### src/lsw_consts.vh
// constants for the loop status word reporting block
`ifndef LSW_CONSTS_VH
`define LSW_CONSTS_VH
`define LSW_STATUS_OFFSET 4'h8
`define LSW_DECERR_OFFSET 4'h7
`define LSW_BIT_SAVE_DONE 15
`define LSW_BIT_SENSOR 14
`define LSW_BIT_CUR_OVF 13
`define LSW_BIT_FATAL 12
`define LSW_BIT_STANDBY 11
`define LSW_BIT_PID_CALC 10
`define LSW_BIT_SET_ERR 9
`define LSW_BIT_STOP 8
`define LSW_BIT_CTRL_OUT 4
`define LSW_BIT_AUTOTUNE 3
`define LSW_BIT_BURNOUT 2
`define LSW_DEC1_MSB 15
`define LSW_DEC1_LSB 12
`define LSW_DEC2_MSB 11
`define LSW_DEC2_LSB 8
`define LSW_ERR1_MSB 7
`define LSW_ERR1_LSB 4
`define LSW_ERR2_MSB 3
`define LSW_ERR2_LSB 0
`define LSW_CUR_LIMIT_DA 12'h226
`define LSW_WORD_RESET 16'h0000
`define LSW_STATUS_RESET 16'h0800
`endif

### src/lsw_sync2.v
// two-flop synchroniser for a bus of pin-level inputs
`timescale 1ns/10ps
module lsw_sync2
#(
   parameter WIDTH = 1
)
(
   input wire clock,
   input wire arst_n,
   input wire [WIDTH-1:0] din,
   output reg [WIDTH-1:0] dout
);

   reg [WIDTH-1:0] stage_reg;

   // first stage feeds only the second
   always @(posedge clock or negedge arst_n)
   begin
      if (!arst_n)
      begin
         stage_reg <= {WIDTH{1'b0}};
         dout <= {WIDTH{1'b0}};
      end
      else
      begin
         stage_reg <= din;
         dout <= stage_reg;
      end
   end
endmodule

### src/lsw_rise.v
// rising edge detector on a synchronised level
`timescale 1ns/10ps
module lsw_rise
(
   input wire clock,
   input wire arst_n,
   input wire level,
   output wire rise
);

   reg last_reg;

   // previous value, reset low so a level high at reset counts once
   always @(posedge clock or negedge arst_n)
   begin
      if (!arst_n)
         last_reg <= 1'b0;
      else
         last_reg <= level;
   end

   assign rise = level & ~last_reg;
endmodule

### src/lsw_status.v
// loop status and decimal/setting-error input words for the host
`timescale 1ns/10ps
`include "lsw_consts.vh"
// Behaviour
// - decimal field: 0 none, 1 one digit
// - setting error indices, loop1 upper nibble
// - save-done set when nonvolatile save finishes
// - save request clears save-done; zero at power-up
// - sensor fault: absent, broken or out-of-range
// - current overflow above 55.0 A
// - fatal on compensator failure or watchdog
// - standby until first refresh after restart
// - recalculated flag set on new PID constants
// - recalculated set means constants not yet sent
// - change request clears flag, reloads constants
// - setting error on any invalid host setting
// - stop flag set while regulation halted
// - bits 5 to 7 read zero
// - output flag mirrors control output
// - autotune flag high while autotune runs
// - burnout when current reaches threshold
module lsw_status
(
   // clock, reset and the host refresh strobe
   input wire clock,
   input wire arst_n,
   input wire ioRefresh,
   // host output word request levels, save and autotune completion, mode levels
   input wire saveRequest,
   input wire saveFinished,
   input wire changeConstRequest,
   input wire constantsUpdated,
   input wire stopRequest,
   input wire programMode,
   input wire configSwitch1,
   // field levels from the loop hardware
   input wire sensorAbsent,
   input wire sensorBroken,
   input wire sensorOutOfRange,
   input wire [11:0] heaterCurrent,
   input wire [11:0] burnoutThreshold,
   input wire coldJunctionFault,
   input wire host_watchdog_timeout,
   input wire controlOutput,
   input wire autotune_active,
   input wire settingInvalid,
   // loop logic values, already on this clock
   input wire [3:0] errIndexLoop1,
   input wire [3:0] errIndexLoop2,
   input wire decimalLoop1,
   input wire decimalLoop2,
   // host read port and snapshot outputs
   input wire [3:0] wordSelect,
   output reg [15:0] readData,
   output reg [15:0] statusWord,
   output reg [15:0] decErrWord,
   output reg regulationHalted,
   output reg reloadConstants
);

   localparam NPIN = 17;

   // raw and synchronised field inputs
   wire [NPIN-1:0] pinRaw;
   wire [NPIN-1:0] pinSync;
   wire [11:0] curSync;
   wire [11:0] thrSync;
   wire saveReqS, saveFinS, chgReqS, constUpdS, stopReqS, progS, sw1S;
   wire absentS, brokenS, rangeS, cjcS, wdogS, outS, tuneS, setInvS;
   wire dec1S, dec2S;

   // edge pulses, one cycle wide
   wire saveReqRise, saveFinRise, chgReqRise, constUpdRise;

   // combined level flags
   wire sensorFault;
   wire curOverflow;
   wire fatalFault;
   wire burnoutHit;

   // flag state held between refreshes
   reg saveDone_reg;
   reg pidCalc_reg;
   reg standby_reg;
   reg stopLatch_reg;
   reg [15:0] statusNext;
   reg [15:0] decErrNext;

   // magnitude test shared by the overflow and burnout flags
   function lsw_cmp;
      input [11:0] value;
      input [11:0] limit;
      input orEqual;
   begin
      if (orEqual)
         lsw_cmp = (value >= limit);
      else
         lsw_cmp = (value > limit);
   end
   endfunction

   // offset decode for the host read port; holes read zero
   function [15:0] lsw_pick;
      input [3:0] sel;
      input [15:0] status;
      input [15:0] decErr;
   begin
      case (sel)
         `LSW_STATUS_OFFSET:
            lsw_pick = status;
         `LSW_DECERR_OFFSET:
            lsw_pick = decErr;
         default:
            lsw_pick = `LSW_WORD_RESET;
      endcase
   end
   endfunction

   // all host and field levels come from outside the clock domain
   assign pinRaw = {saveRequest, saveFinished, changeConstRequest,
      constantsUpdated, stopRequest, programMode, configSwitch1,
      sensorAbsent, sensorBroken, sensorOutOfRange, coldJunctionFault,
      host_watchdog_timeout, controlOutput, autotune_active,
      settingInvalid, decimalLoop1, decimalLoop2};

   lsw_sync2 #(.WIDTH(NPIN)) uSyncPins
   (
      .clock(clock),
      .arst_n(arst_n),
      .din(pinRaw),
      .dout(pinSync)
   );

   // multi-bit values may tear for one cycle; a refresh in that cycle snapshots the torn value
   lsw_sync2 #(.WIDTH(24)) uSyncCur
   (
      .clock(clock),
      .arst_n(arst_n),
      .din({heaterCurrent, burnoutThreshold}),
      .dout({curSync, thrSync})
   );

   // split the synchronised bus back into names
   assign {saveReqS, saveFinS, chgReqS, constUpdS, stopReqS, progS, sw1S,
      absentS, brokenS, rangeS, cjcS, wdogS, outS, tuneS, setInvS,
      dec1S, dec2S} = pinSync;

   // level flags from the synchronised field inputs
   assign sensorFault = absentS | brokenS | rangeS;
   assign curOverflow = lsw_cmp(curSync, `LSW_CUR_LIMIT_DA, 1'b0);
   assign fatalFault = cjcS | wdogS;
   assign burnoutHit = lsw_cmp(curSync, thrSync, 1'b1);

   // host save bit edge
   lsw_rise uRiseSave
   (
      .clock(clock),
      .arst_n(arst_n),
      .level(saveReqS),
      .rise(saveReqRise)
   );

   // nonvolatile save finished edge
   lsw_rise uRiseFin
   (
      .clock(clock),
      .arst_n(arst_n),
      .level(saveFinS),
      .rise(saveFinRise)
   );

   // host change-constants bit edge
   lsw_rise uRiseChg
   (
      .clock(clock),
      .arst_n(arst_n),
      .level(chgReqS),
      .rise(chgReqRise)
   );

   // autotune produced new constants edge
   lsw_rise uRiseUpd
   (
      .clock(clock),
      .arst_n(arst_n),
      .level(constUpdS),
      .rise(constUpdRise)
   );

   // save-done: finish sets, request clears; set wins a tie
   // a finish on the edge of a new request still reports done
   always @(posedge clock or negedge arst_n)
   begin
      if (!arst_n)
         saveDone_reg <= 1'b0;
      else if (saveFinRise)
         saveDone_reg <= 1'b1;
      else if (saveReqRise)
         saveDone_reg <= 1'b0;
   end

   // recalculated constants: high means host copy not yet sent
   // the reload pulse below is what hands the host copy over
   always @(posedge clock or negedge arst_n)
   begin
      if (!arst_n)
         pidCalc_reg <= 1'b0;
      else if (constUpdRise)
         pidCalc_reg <= 1'b1;
      else if (chgReqRise)
         pidCalc_reg <= 1'b0;
   end

   // reload pulse toward the loop when the host asks for a change
   // one cycle late so it lines up with the cleared flag
   always @(posedge clock or negedge arst_n)
   begin
      if (!arst_n)
         reloadConstants <= 1'b0;
      else
         reloadConstants <= chgReqRise;
   end

   // standby from reset until the first refresh
   // a restart puts the flag back until the host refreshes again
   always @(posedge clock or negedge arst_n)
   begin
      if (!arst_n)
         standby_reg <= 1'b1;
      else if (ioRefresh)
         standby_reg <= 1'b0;
   end

   // stop request holds its last value in program mode with switch off
   // hazard: a stop bit toggled while frozen is lost, not queued
   always @(posedge clock or negedge arst_n)
   begin
      if (!arst_n)
         stopLatch_reg <= 1'b0;
      else if (!(progS && !sw1S))
         stopLatch_reg <= stopReqS;
   end

   // halted flag is a registered copy so bit 8 never glitches
   always @(posedge clock or negedge arst_n)
   begin
      if (!arst_n)
         regulationHalted <= 1'b0;
      else
         regulationHalted <= stopLatch_reg;
   end

   // assemble the live words
   always @*
   begin
      // loop 1 flag word; reserved bits 5 to 7 stay zero
      statusNext = `LSW_WORD_RESET;
      statusNext[`LSW_BIT_SAVE_DONE] = saveDone_reg;
      statusNext[`LSW_BIT_SENSOR] = sensorFault;
      statusNext[`LSW_BIT_CUR_OVF] = curOverflow;
      statusNext[`LSW_BIT_FATAL] = fatalFault;
      statusNext[`LSW_BIT_STANDBY] = standby_reg;
      statusNext[`LSW_BIT_PID_CALC] = pidCalc_reg;
      statusNext[`LSW_BIT_SET_ERR] = setInvS;
      statusNext[`LSW_BIT_STOP] = regulationHalted;
      statusNext[`LSW_BIT_CTRL_OUT] = outS;
      statusNext[`LSW_BIT_AUTOTUNE] = tuneS;
      statusNext[`LSW_BIT_BURNOUT] = burnoutHit;
      // decimal places and setting error numbers
      decErrNext = `LSW_WORD_RESET;
      decErrNext[`LSW_DEC1_MSB:`LSW_DEC1_LSB] = {3'h0, dec1S};
      decErrNext[`LSW_DEC2_MSB:`LSW_DEC2_LSB] = {3'h0, dec2S};
      decErrNext[`LSW_ERR1_MSB:`LSW_ERR1_LSB] = errIndexLoop1;
      decErrNext[`LSW_ERR2_MSB:`LSW_ERR2_LSB] = errIndexLoop2;
   end

   // snapshot once per refresh so host sees a coherent pair
   // standby shows in the snapshot taken while still waiting
   always @(posedge clock or negedge arst_n)
   begin
      if (!arst_n)
      begin
         statusWord <= `LSW_STATUS_RESET;
         decErrWord <= `LSW_WORD_RESET;
      end
      else if (ioRefresh)
      begin
         statusWord <= statusNext;
         decErrWord <= decErrNext;
      end
   end

   // word read by offset; unmapped offsets read zero
   always @(posedge clock or negedge arst_n)
   begin
      if (!arst_n)
         readData <= `LSW_WORD_RESET;
      else
         readData <= lsw_pick(wordSelect, statusWord, decErrWord);
   end
endmodule

### config.mk
export PLATFORM = sky130hd
export DESIGN_NAME = lsw_status
export DESIGN_NICKNAME = d
export VERILOG_FILES = /design/src/lsw_sync2.v /design/src/lsw_rise.v /design/src/lsw_status.v
export VERILOG_INCLUDE_DIRS = /design/src
export SDC_FILE = /design/constraint.sdc
export NUM_CORES = 1
export LEC_CHECK = 0
export BUFFER_PORTS_ARGS = -buffer_cell sky130_fd_sc_hd__buf_2
export CELL_PAD_IN_SITES_DETAIL_PLACEMENT = 1
export CELL_PAD_IN_SITES_GLOBAL_PLACEMENT = 1
export CORE_ASPECT_RATIO = 0.5
export CORE_MARGIN = 2
export CORE_UTILIZATION = 34
export DETAILED_ROUTE_END_ITERATION = 8
export MAX_ROUTING_LAYER = met4
export PLACE_DENSITY = 0.76
export SLEW_MARGIN = 5
export SYNTH_ARGS = -nofsm -noshare
export SYNTH_HDL_FRONTEND = slang
export SYNTH_SLANG_ARGS = --single-unit
### constraint.sdc
create_clock -name clock -period 2 [get_ports clock]
set_input_delay 0 -clock clock [delete_from_list [all_inputs] [get_ports clock]]
set_output_delay 0 -clock clock [all_outputs]
set_load 0.1 [all_outputs]
Yosys cells after proc, flatten, opt, wreduce, memory -nomap -nowiden. Index checks and enable logic that the tools add are counted.

$mul: 0. Order comparisons: 2. Reduce and logical (&&, ||, !) cells: 4. Equal/unequal tests: 2. Add/subtract/negate cells: 0. Bitwise logic cells: 11. Mux-type cells: 5. Div/mod/pow operators: 0. Shifts and indexed selects: 0.

Operators by type and width (number): 16-bit one-hot mux with 2 select lines (1); 12-bit >= comparator (1); 12-bit by 10-bit greater-than comparator with 1-bit output, second input constant (1); 1-bit bitwise AND (4); 4-bit by 3-bit == test with 1-bit output, second input constant (1); 4-bit == test, second input constant (1); 1-bit two-way mux (4); 1-bit inverter (4); 2-bit nonzero test (2); 1-bit bitwise OR (3); 1-bit logical AND (1); 1-bit zero test (1).

Bits in read-only memories: 0. Memories: 0. Logic and storage cells: 41. Memory bits (writable): 0. Flip-flop bits (word level): 129. Input port bits: 56. Latch bits: 0.

Depth between registers and ports, before layout. Gate-level depths: netlist of the first run.

Depth in word-level cells: 4. Gate-level depth with buffers: 6.

Modules after synthesis. Synthesis of the first run repeated with hierarchy kept, for this count alone.

Cells, all modules: 246. Area, all modules: 4119.0 µm².

Modules (own cells, without submodules): lsw_status (cells an instance 156, times used 1, area an instance 1911.8 µm²); lsw_sync2 at uSyncCur (cells an instance 48, times used 1, area an instance 1201.2 µm²); lsw_sync2 at uSyncPins (cells an instance 34, times used 1, area an instance 850.8 µm²); lsw_rise (cells an instance 2, times used 4, area an instance 38.8 µm²).

Least setup slack after synthesis of the first run. Ideal clock, no wire load.

Path type: register to register. From: register uSyncCur.dout[13]. To: register statusWord[13]. Buffers on the path: 0. Setup slack: 0.478 ns. Cell stages (with the launch flop): 5. Library setup time: 0.137 ns. Data arrival time: 1.385 ns. Cell sequence: dfrtp_1 > a311o_1 > a2111o_1 > a211oi_1 > a21oi_1.

Word-level cells in the longest chain between the ends: 1.

RTL lines: start: declaration (line lsw_sync2.v:11) `output reg [WIDTH-1:0] dout`; start signal: assignment (line lsw_sync2.v:22) `dout <= {WIDTH{1'b0}};`; start signal: assignment (line lsw_sync2.v:27) `dout <= stage_reg;`; 12-bit by 10-bit greater-than comparator with 1-bit output (line lsw_status.v:98) `lsw_cmp = (value > limit);`; end signal: assignment (line lsw_status.v:283) `` statusWord <= `LSW_STATUS_RESET; ``; end signal: assignment (line lsw_status.v:288) `statusWord <= statusNext;`; end: declaration (line lsw_status.v:55) `output reg [15:0] statusWord,`.

Every way passes these cells. A chain may end at the register's enable or synchronous reset.

Final worst setup path of the first run. Ends and elaborated chain as after synthesis.

==> results of run 1 <==
power by group through the flow:
stage	Combinational (uW)	Clock, uW	Sequential, uW
after floorplan	216	0	3250
after global placement	791	0	2870
after detailed placement	805	0	2880
after CTS	887	3290	2840
after global routing	933	3440	2850
final	885	3230	2840
layout make-up:
class | instances | area [um^2] | share of cell area
flip-flops and latches | 129 | 3230 | 0.551
inverters | 16 | 60.1 | 0.0102
repair buffers | 148 | 1020 | 0.173
clock inverters | 15 | 198 | 0.0337
multi-input cells | 95 | 729 | 0.124
well taps | 165 | 206 | 0.0352
clock buffers | 17 | 425 | 0.0725
synthesized netlist by cell type:
| master | number |
|---|---|
| nand3_1 | 1 |
| o31ai_1 | 1 |
| conb_1 | 1 |
| nand4_1 | 1 |
| buf_1 | 1 |
| inv_1 | 16 |
| clkbuf_1 | 2 |
| ha_1 | 12 |
| o211ai_1 | 1 |
| nand2_1 | 3 |
| a211oi_1 | 2 |
| a22o_1 | 5 |
| buf_4 | 11 |
| and2_1 | 11 |
| nor4b_1 | 1 |
| a21oi_1 | 8 |
| and4b_1 | 1 |
| nor3_1 | 1 |
| o21ai_0 | 5 |
| nor2b_1 | 4 |
| buf_2 | 2 |
| a2111o_1 | 1 |
| o22ai_1 | 1 |
| nor2_1 | 6 |
| a311o_1 | 1 |
| dfstp_2 | 2 |
| dfrtp_1 | 127 |
| mux2_2 | 18 |
through the flow:
step / std cells / setup WS [ns] / power, uW / hold slack, ns / util
after detailed placement: 503 / 0.278 / 3690 / -0.00910 / 0.403
after floorplan: 256 / 0.478 / 3470 / -0.296 / -
after global routing: 585 / 0.205 / 7220 / 0.0900 / 0.498
final: 585 / 0.274 / 6950 / 0.0910 / 0.498
after CTS: 585 / 0.275 / 7020 / 0.0811 / 0.498
after global placement: 503 / 0.382 / 3660 / -0.0173 / 0.403
how the worst max path moves through the flow:
| stage | startpoint | endpoint | cells after the start |
|---|---|---|---|
| 2_1_floorplan | uSyncCur.dout[13]$_DFF_PN0_ | statusWord[13]$_DFFE_PN0P_ | 4 |
| 3_3_place_gp | uSyncCur.dout[13]$_DFF_PN0_ | statusWord[13]$_DFFE_PN0P_ | 4 |
| 3_5_place_dp | uSyncCur.dout[13]$_DFF_PN0_ | statusWord[13]$_DFFE_PN0P_ | 4 |
| 4_1_cts | uSyncCur.dout[13]$_DFF_PN0_ | statusWord[13]$_DFFE_PN0P_ | 4 |
| 5_1_grt | uSyncCur.dout[13]$_DFF_PN0_ | statusWord[13]$_DFFE_PN0P_ | 4 |
| 6_report | uSyncCur.dout[13]$_DFF_PN0_ | statusWord[13]$_DFFE_PN0P_ | 4 |
critical path, delay by kind of cell, from the launching register on:
family / cells / cell delay (ns)
AOI/OAI and AO/OA: 4 / 1.19
DFF: 1 / 0.39
timing repair:
item                                   4_1_cts  5_1_grt
setup endpoints to repair                    0        0
hold buffers                                50        0
endpoints found under the hold margin      124        0
cell families after synthesis:
group | after synthesis
adder cells (fa/ha/maj) | 12
buffers and inverters | 32
other | 1
multiplexers | 18
flip-flops | 129
AND/OR/NAND/NOR | 29
AO/OA/AOI/OAI | 25
layer usage:
metal	GRT usage	vias to the layer above	wire length [um]
met5	-	-	0
met3	0.0520	15	352
met1	0.173	1283	3690
li1	-	1120	-
met2	0.283	57	4970
met4	0.0536	0	159
==> results by group, run 1 <==
Power and ir drop
  – Sequential share of power: 0.408
  – Lkg Pwr: 0.00285 uW
  – Switching share of power: 0.284
  – Sw power: 1980 uW
  – Power Internal: 4980 uW
  – Comb pwr share: 0.127
  – Pwr dens: 1190 nW/um^2
  – Clk network pwr share: 0.465
  – Peak supply drop: 0.567 mV

Synthesis
  – Post-synthesis sequential area ratio: 0.792
  – Xor/xnor share of the synthesized area: 0
  – Largest family of logic cells by synthesized area: multiplexers
  – Share of the synthesized area in the top cell type: 0.779
  – Synth Register Bits: 129
  – Mux contribution to synthesized area: 0.0497
  – Adder-Cell Fraction of Synth Area: 0.0368
  – Total number of yosys warnings: 0
  – Synth top area cells: dfrtp_1 78%, mux2_2 5.0%, ha_1 3.7%, buf_4 2.0%, and2_1 1.7%
  – Cells after Synth: 246
  – Simple-gate share of the synthesized area: 0.0399
  – Synth Area in Compound Gates: 0.0408
  – Post-synthesis cell area: 4080 um^2
  – Unique masters post-synth: 28
  – Largest area contributor in the netlist: dfrtp_1
  – Post-Syn Area per Cell: 16.6 um^2

Floorplanning
  – # IOs: 106
  – DIE HEIGHT: 81.5 um
  – Core ar.: 11800 um^2
  – Initial Utilization: 0.347
  – Die width: 159 um
  – Rows: 28
  – Die area: 12900 um^2

Finish
  – Area growth syn-to-layout: 43.8%
  – Share of cells above drive strength 1: 0.360
  – Post-route cell area: 5870 um^2
  – Nets: 475
  – Commonest non-fill, non-tap cell in the layout: dfrtp_1
  – Inserted Diodes: 0
  – Number of fillers in the final layout: 1208
  – Most frequent cells in the layout: 127 x dfrtp_1, 93 x buf_2, 50 x dlygate4sd3_1, 18 x mux2_2, 17 x clkbuf_16

Clock network
  – # clock sinks: 129
  – Post_cts resized: 0
  – H-tree depth: 4
  – Root Driver: clkbuf_16
  – Post-CTS setup buffers: 0
  – Clock Latency Late Sink: 0.41 ns
  – TritonCTS clock tree: built
  – Clock transition at path regs: 0.06 ns
  – Num CTS Buffers: 17
  – Clock Tree Buf Depth: 2

Global route
  – Vias in the first global route: 2826
  – Largest net degree at the start of global routing: 44
  – Gr usage total: 0.159
  – First-pass GRT wire length: 14700 um
  – Initial antenna violation count: 0
  – Grt ovf: 0

Timing
  – Final period util: 0.863
  – Worst slew pin tran: 0.597 ns
  – Clock skew: 0.00630 ns
  – Final hold vios: 0
  – RSZ-0062 raised after global routing: false
  – Slew Limit Fails: 0
  – Total Neg Setup Slack: 0 ns
  – Tmin final: 1.73 ns
  – Fmax: 0.580 GHz
  – Endpoints failing setup: 0
  – Worst slew margin: 0.602

Worst setup path
  – Crit path DAT: 1.99 ns
  – R2R Setup Slk: 0.27 ns
  – RR Startpoint: uSyncCur.dout[13]$_DFF_PN0_
  – CP Max Fanout: 2
  – Startpoint Class: register
  – Critical path cell sequence: a311o_1, a2111o_1, a211oi_1, a21oi_1
  – Slowest Stage Delay on Critical Path: 0.43 ns
  – R2r endpoint: statusWord[13]$_DFFE_PN0P_
  – Critical path class: register to register
  – Crit. End Element: register
  – Critical Path RT: 2.27 ns
  – Reg2reg path depth: 4
  – Slowest CP cell: a2111o_1

Worst hold path
  – HP Class: input port to register
  – Hold Path End: readData[11]$_DFF_PN0_
  – HP Start: wordSelect[0]
  – WHS Path Cells: 4

Routing
  – Drt wl/cell: 15.7 um
  – Vias: 2475
  – Routed Antenna Nets: 0
  – Drt via density: 4.23
  – # DRC: 0
  – Routed WL: 9170 um
  – Iteration count of the initial detailed-routing pass: 4
  – 1st-iter DRT viols: 97

Run
  – MaxCap Viol Count: 0

Placed design
  – Post-DP HPWL: 5520 um
  – DP Area: 4740 um^2
  – I/O Buffers: 94
  – Final Wtd Congestion: 0.737

Outcome
  – Status: complete, no violations
No activity file was read; power rests on OpenSTA's default activity.
==> inputs of run 2 (changes only) <==
--- a/config.mk
+++ b/config.mk
@@ -12,6 +12,7 @@
 export CORE_ASPECT_RATIO = 0.5
 export CORE_MARGIN = 2
 export CORE_UTILIZATION = 34
+export CTS_BUF_LIST = sky130_fd_sc_hd__clkbuf_8
 export DETAILED_ROUTE_END_ITERATION = 8
 export MAX_ROUTING_LAYER = met4
 export PLACE_DENSITY = 0.76
==> run 2 against run 1 <==
Flip-flop and latch count is the same. Combinational power decreased by 0.5%. Core utilization shrank 1.6 points. Sequential power about the same. First-iteration DRC count down 7.2%. Cell count unchanged. Die area is the same. Hold slack got worse by 0.023 ns. Clock power down 26%. Register-to-register slack got worse by 0.03 ns.
==> results by group, run 2 (synthesis results as in run 1) <==
Global route
  – Initial antenna violation count: 0
  – Gr usage total: 0.149
  – First-pass GRT wire length: 14000 um
  – Largest net degree at the start of global routing: 44
  – Grt ovf: 0
  – Vias in the first global route: 2747

Floorplanning
  – # IOs: 106
  – DIE HEIGHT: 81.5 um
  – Die area: 12900 um^2
  – Rows: 28
  – Core ar.: 11800 um^2
  – Initial Utilization: 0.347
  – Die width: 159 um

Timing
  – Final period util: 0.879
  – Hold Slack: 0.0682 ns
  – Worst slew margin: 0.585
  – Tmin final: 1.76 ns
  – Clock skew: 0.0114 ns
  – Worst slew pin tran: 0.623 ns
  – Total Neg Setup Slack: 0 ns
  – Final hold vios: 0
  – Endpoints failing setup: 0
  – RSZ-0062 raised after global routing: false
  – Fmax: 0.569 GHz
  – Slew Limit Fails: 0

Power and ir drop
  – Lkg Pwr: 0.00277 uW
  – Pwr dens: 1080 nW/um^2
  – Peak supply drop: 0.427 mV

Finish
  – Inserted Diodes: 0
  – Non-filler instance count after layout: 585
  – Commonest non-fill, non-tap cell in the layout: dfrtp_1
  – Most frequent cells in the layout: 127 x dfrtp_1, 93 x buf_2, 50 x dlygate4sd3_1, 18 x mux2_2, 17 x clkbuf_8
  – Area growth syn-to-layout: 39.1%
  – Nets: 475
  – Share of cells above drive strength 1: 0.360

Routing
  – # DRC: 0
  – Drt via density: 4.17
  – Routed WL: 8680 um
  – Iteration count of the initial detailed-routing pass: 5
  – Drt wl/cell: 14.8 um
  – 1st-iter DRT viols: 90
  – Vias: 2437
  – Routed Antenna Nets: 0

Worst setup path
  – Critical path cell sequence: a311o_1, a2111o_1, a211oi_1, a21oi_1
  – Reg2reg path depth: 4
  – CP Max Fanout: 2
  – Crit path DAT: 2.04 ns
  – Critical Path RT: 2.28 ns
  – Critical path class: register to register
  – Slowest CP cell: a2111o_1
  – Slowest Stage Delay on Critical Path: 0.44 ns
  – Crit. End Element: register
  – Startpoint Class: register

Clock network
  – TritonCTS clock tree: built
  – H-tree depth: 4
  – Post-CTS setup buffers: 0
  – Clock transition at path regs: 0.08 ns
  – Num CTS Buffers: 17
  – Clock Tree Buf Depth: 2
  – # clock sinks: 129
  – Clock Latency Late Sink: 0.43 ns
  – Root Driver: clkbuf_8
  – Post_cts resized: 0
  – # hold bufs at CTS: 50

Placed design
  – Final Wtd Congestion: 0.737
  – Placed insts: 503
  – I/O Buffers: 94
  – Post-DP HPWL: 5520 um

Run
  – MaxCap Viol Count: 0

Worst hold path
  – HP Class: input port to async pin

Outcome
  – Status: complete, no violations
-- run 2: cell counts in the layout (fill, tap and decap cells not counted) --
Identical to the previous run, type by type.
-- run 2: critical path, delay by kind of cell (launching register included) --
family         cells  cell delay [ns]
flip-flops         1             0.39
AO/OA/AOI/OAI      4             1.23
-- run 2: stage by stage --
step                      cell area (um^2)   util  setup WS (ns)  total power (uW)
after floorplan                       4120      -          0.478              3470
after global placement                4740  0.403          0.382              3660
after detailed placement              4740  0.403          0.278              3690
after CTS                             5670  0.482          0.273              6170
after global routing                  5670  0.482          0.193              6370
final                                 5670  0.482          0.242              6110
-- run 2: path summary, 6_finish.rpt --
path | from | endpoint | slack (ns)
max | uSyncCur.dout[13]$_DFF_PN0_ | statusWord[13]$_DFFE_PN0P_ | 0.24
min | arst_n | uSyncCur.stage_reg[20]$_DFF_PN0_ | 0.07
max reg2reg | uSyncCur.dout[13]$_DFF_PN0_ | statusWord[13]$_DFFE_PN0P_ | 0.24
min reg2reg | uSyncPins.stage_reg[7]$_DFF_PN0_ | uSyncPins.dout[7]$_DFF_PN0_ | 0.35
max in group asynchronous | arst_n | uSyncPins.stage_reg[8]$_DFF_PN0_ | 1.22
min in group clock | wordSelect[0] | readData[14]$_DFF_PN0_ | 0.08
-- run 2: routing by layer --
metal / track usage / wire length [um] / up-vias
li1: - / - / 1111
met5: - / 0 / -
met4: 0.0627 / 134 / 0
met3: 0.0369 / 289 / 14
met1: 0.164 / 3570 / 1254
met2: 0.269 / 4680 / 58
-- run 2: where the power goes --
group / internal (uW) / total [uW] / switching, uW / leakage [uW]
Combinational: 215 / 881 / 666 / 0.00102
Clock: 1270 / 2400 / 1130 / 0.000212
Sequential: 2750 / 2830 / 73.5 / 0.00153
-- run 2: layout make-up --
cell class              instances  area [um^2]
clock buffers                  17          234
flip-flops and latches        129         3230
inverters                      16         60.1
multi-input cells              95          729
repair buffers                148         1020
fillers                      1228         6100
clock inverters                15          198
well taps                     165          206
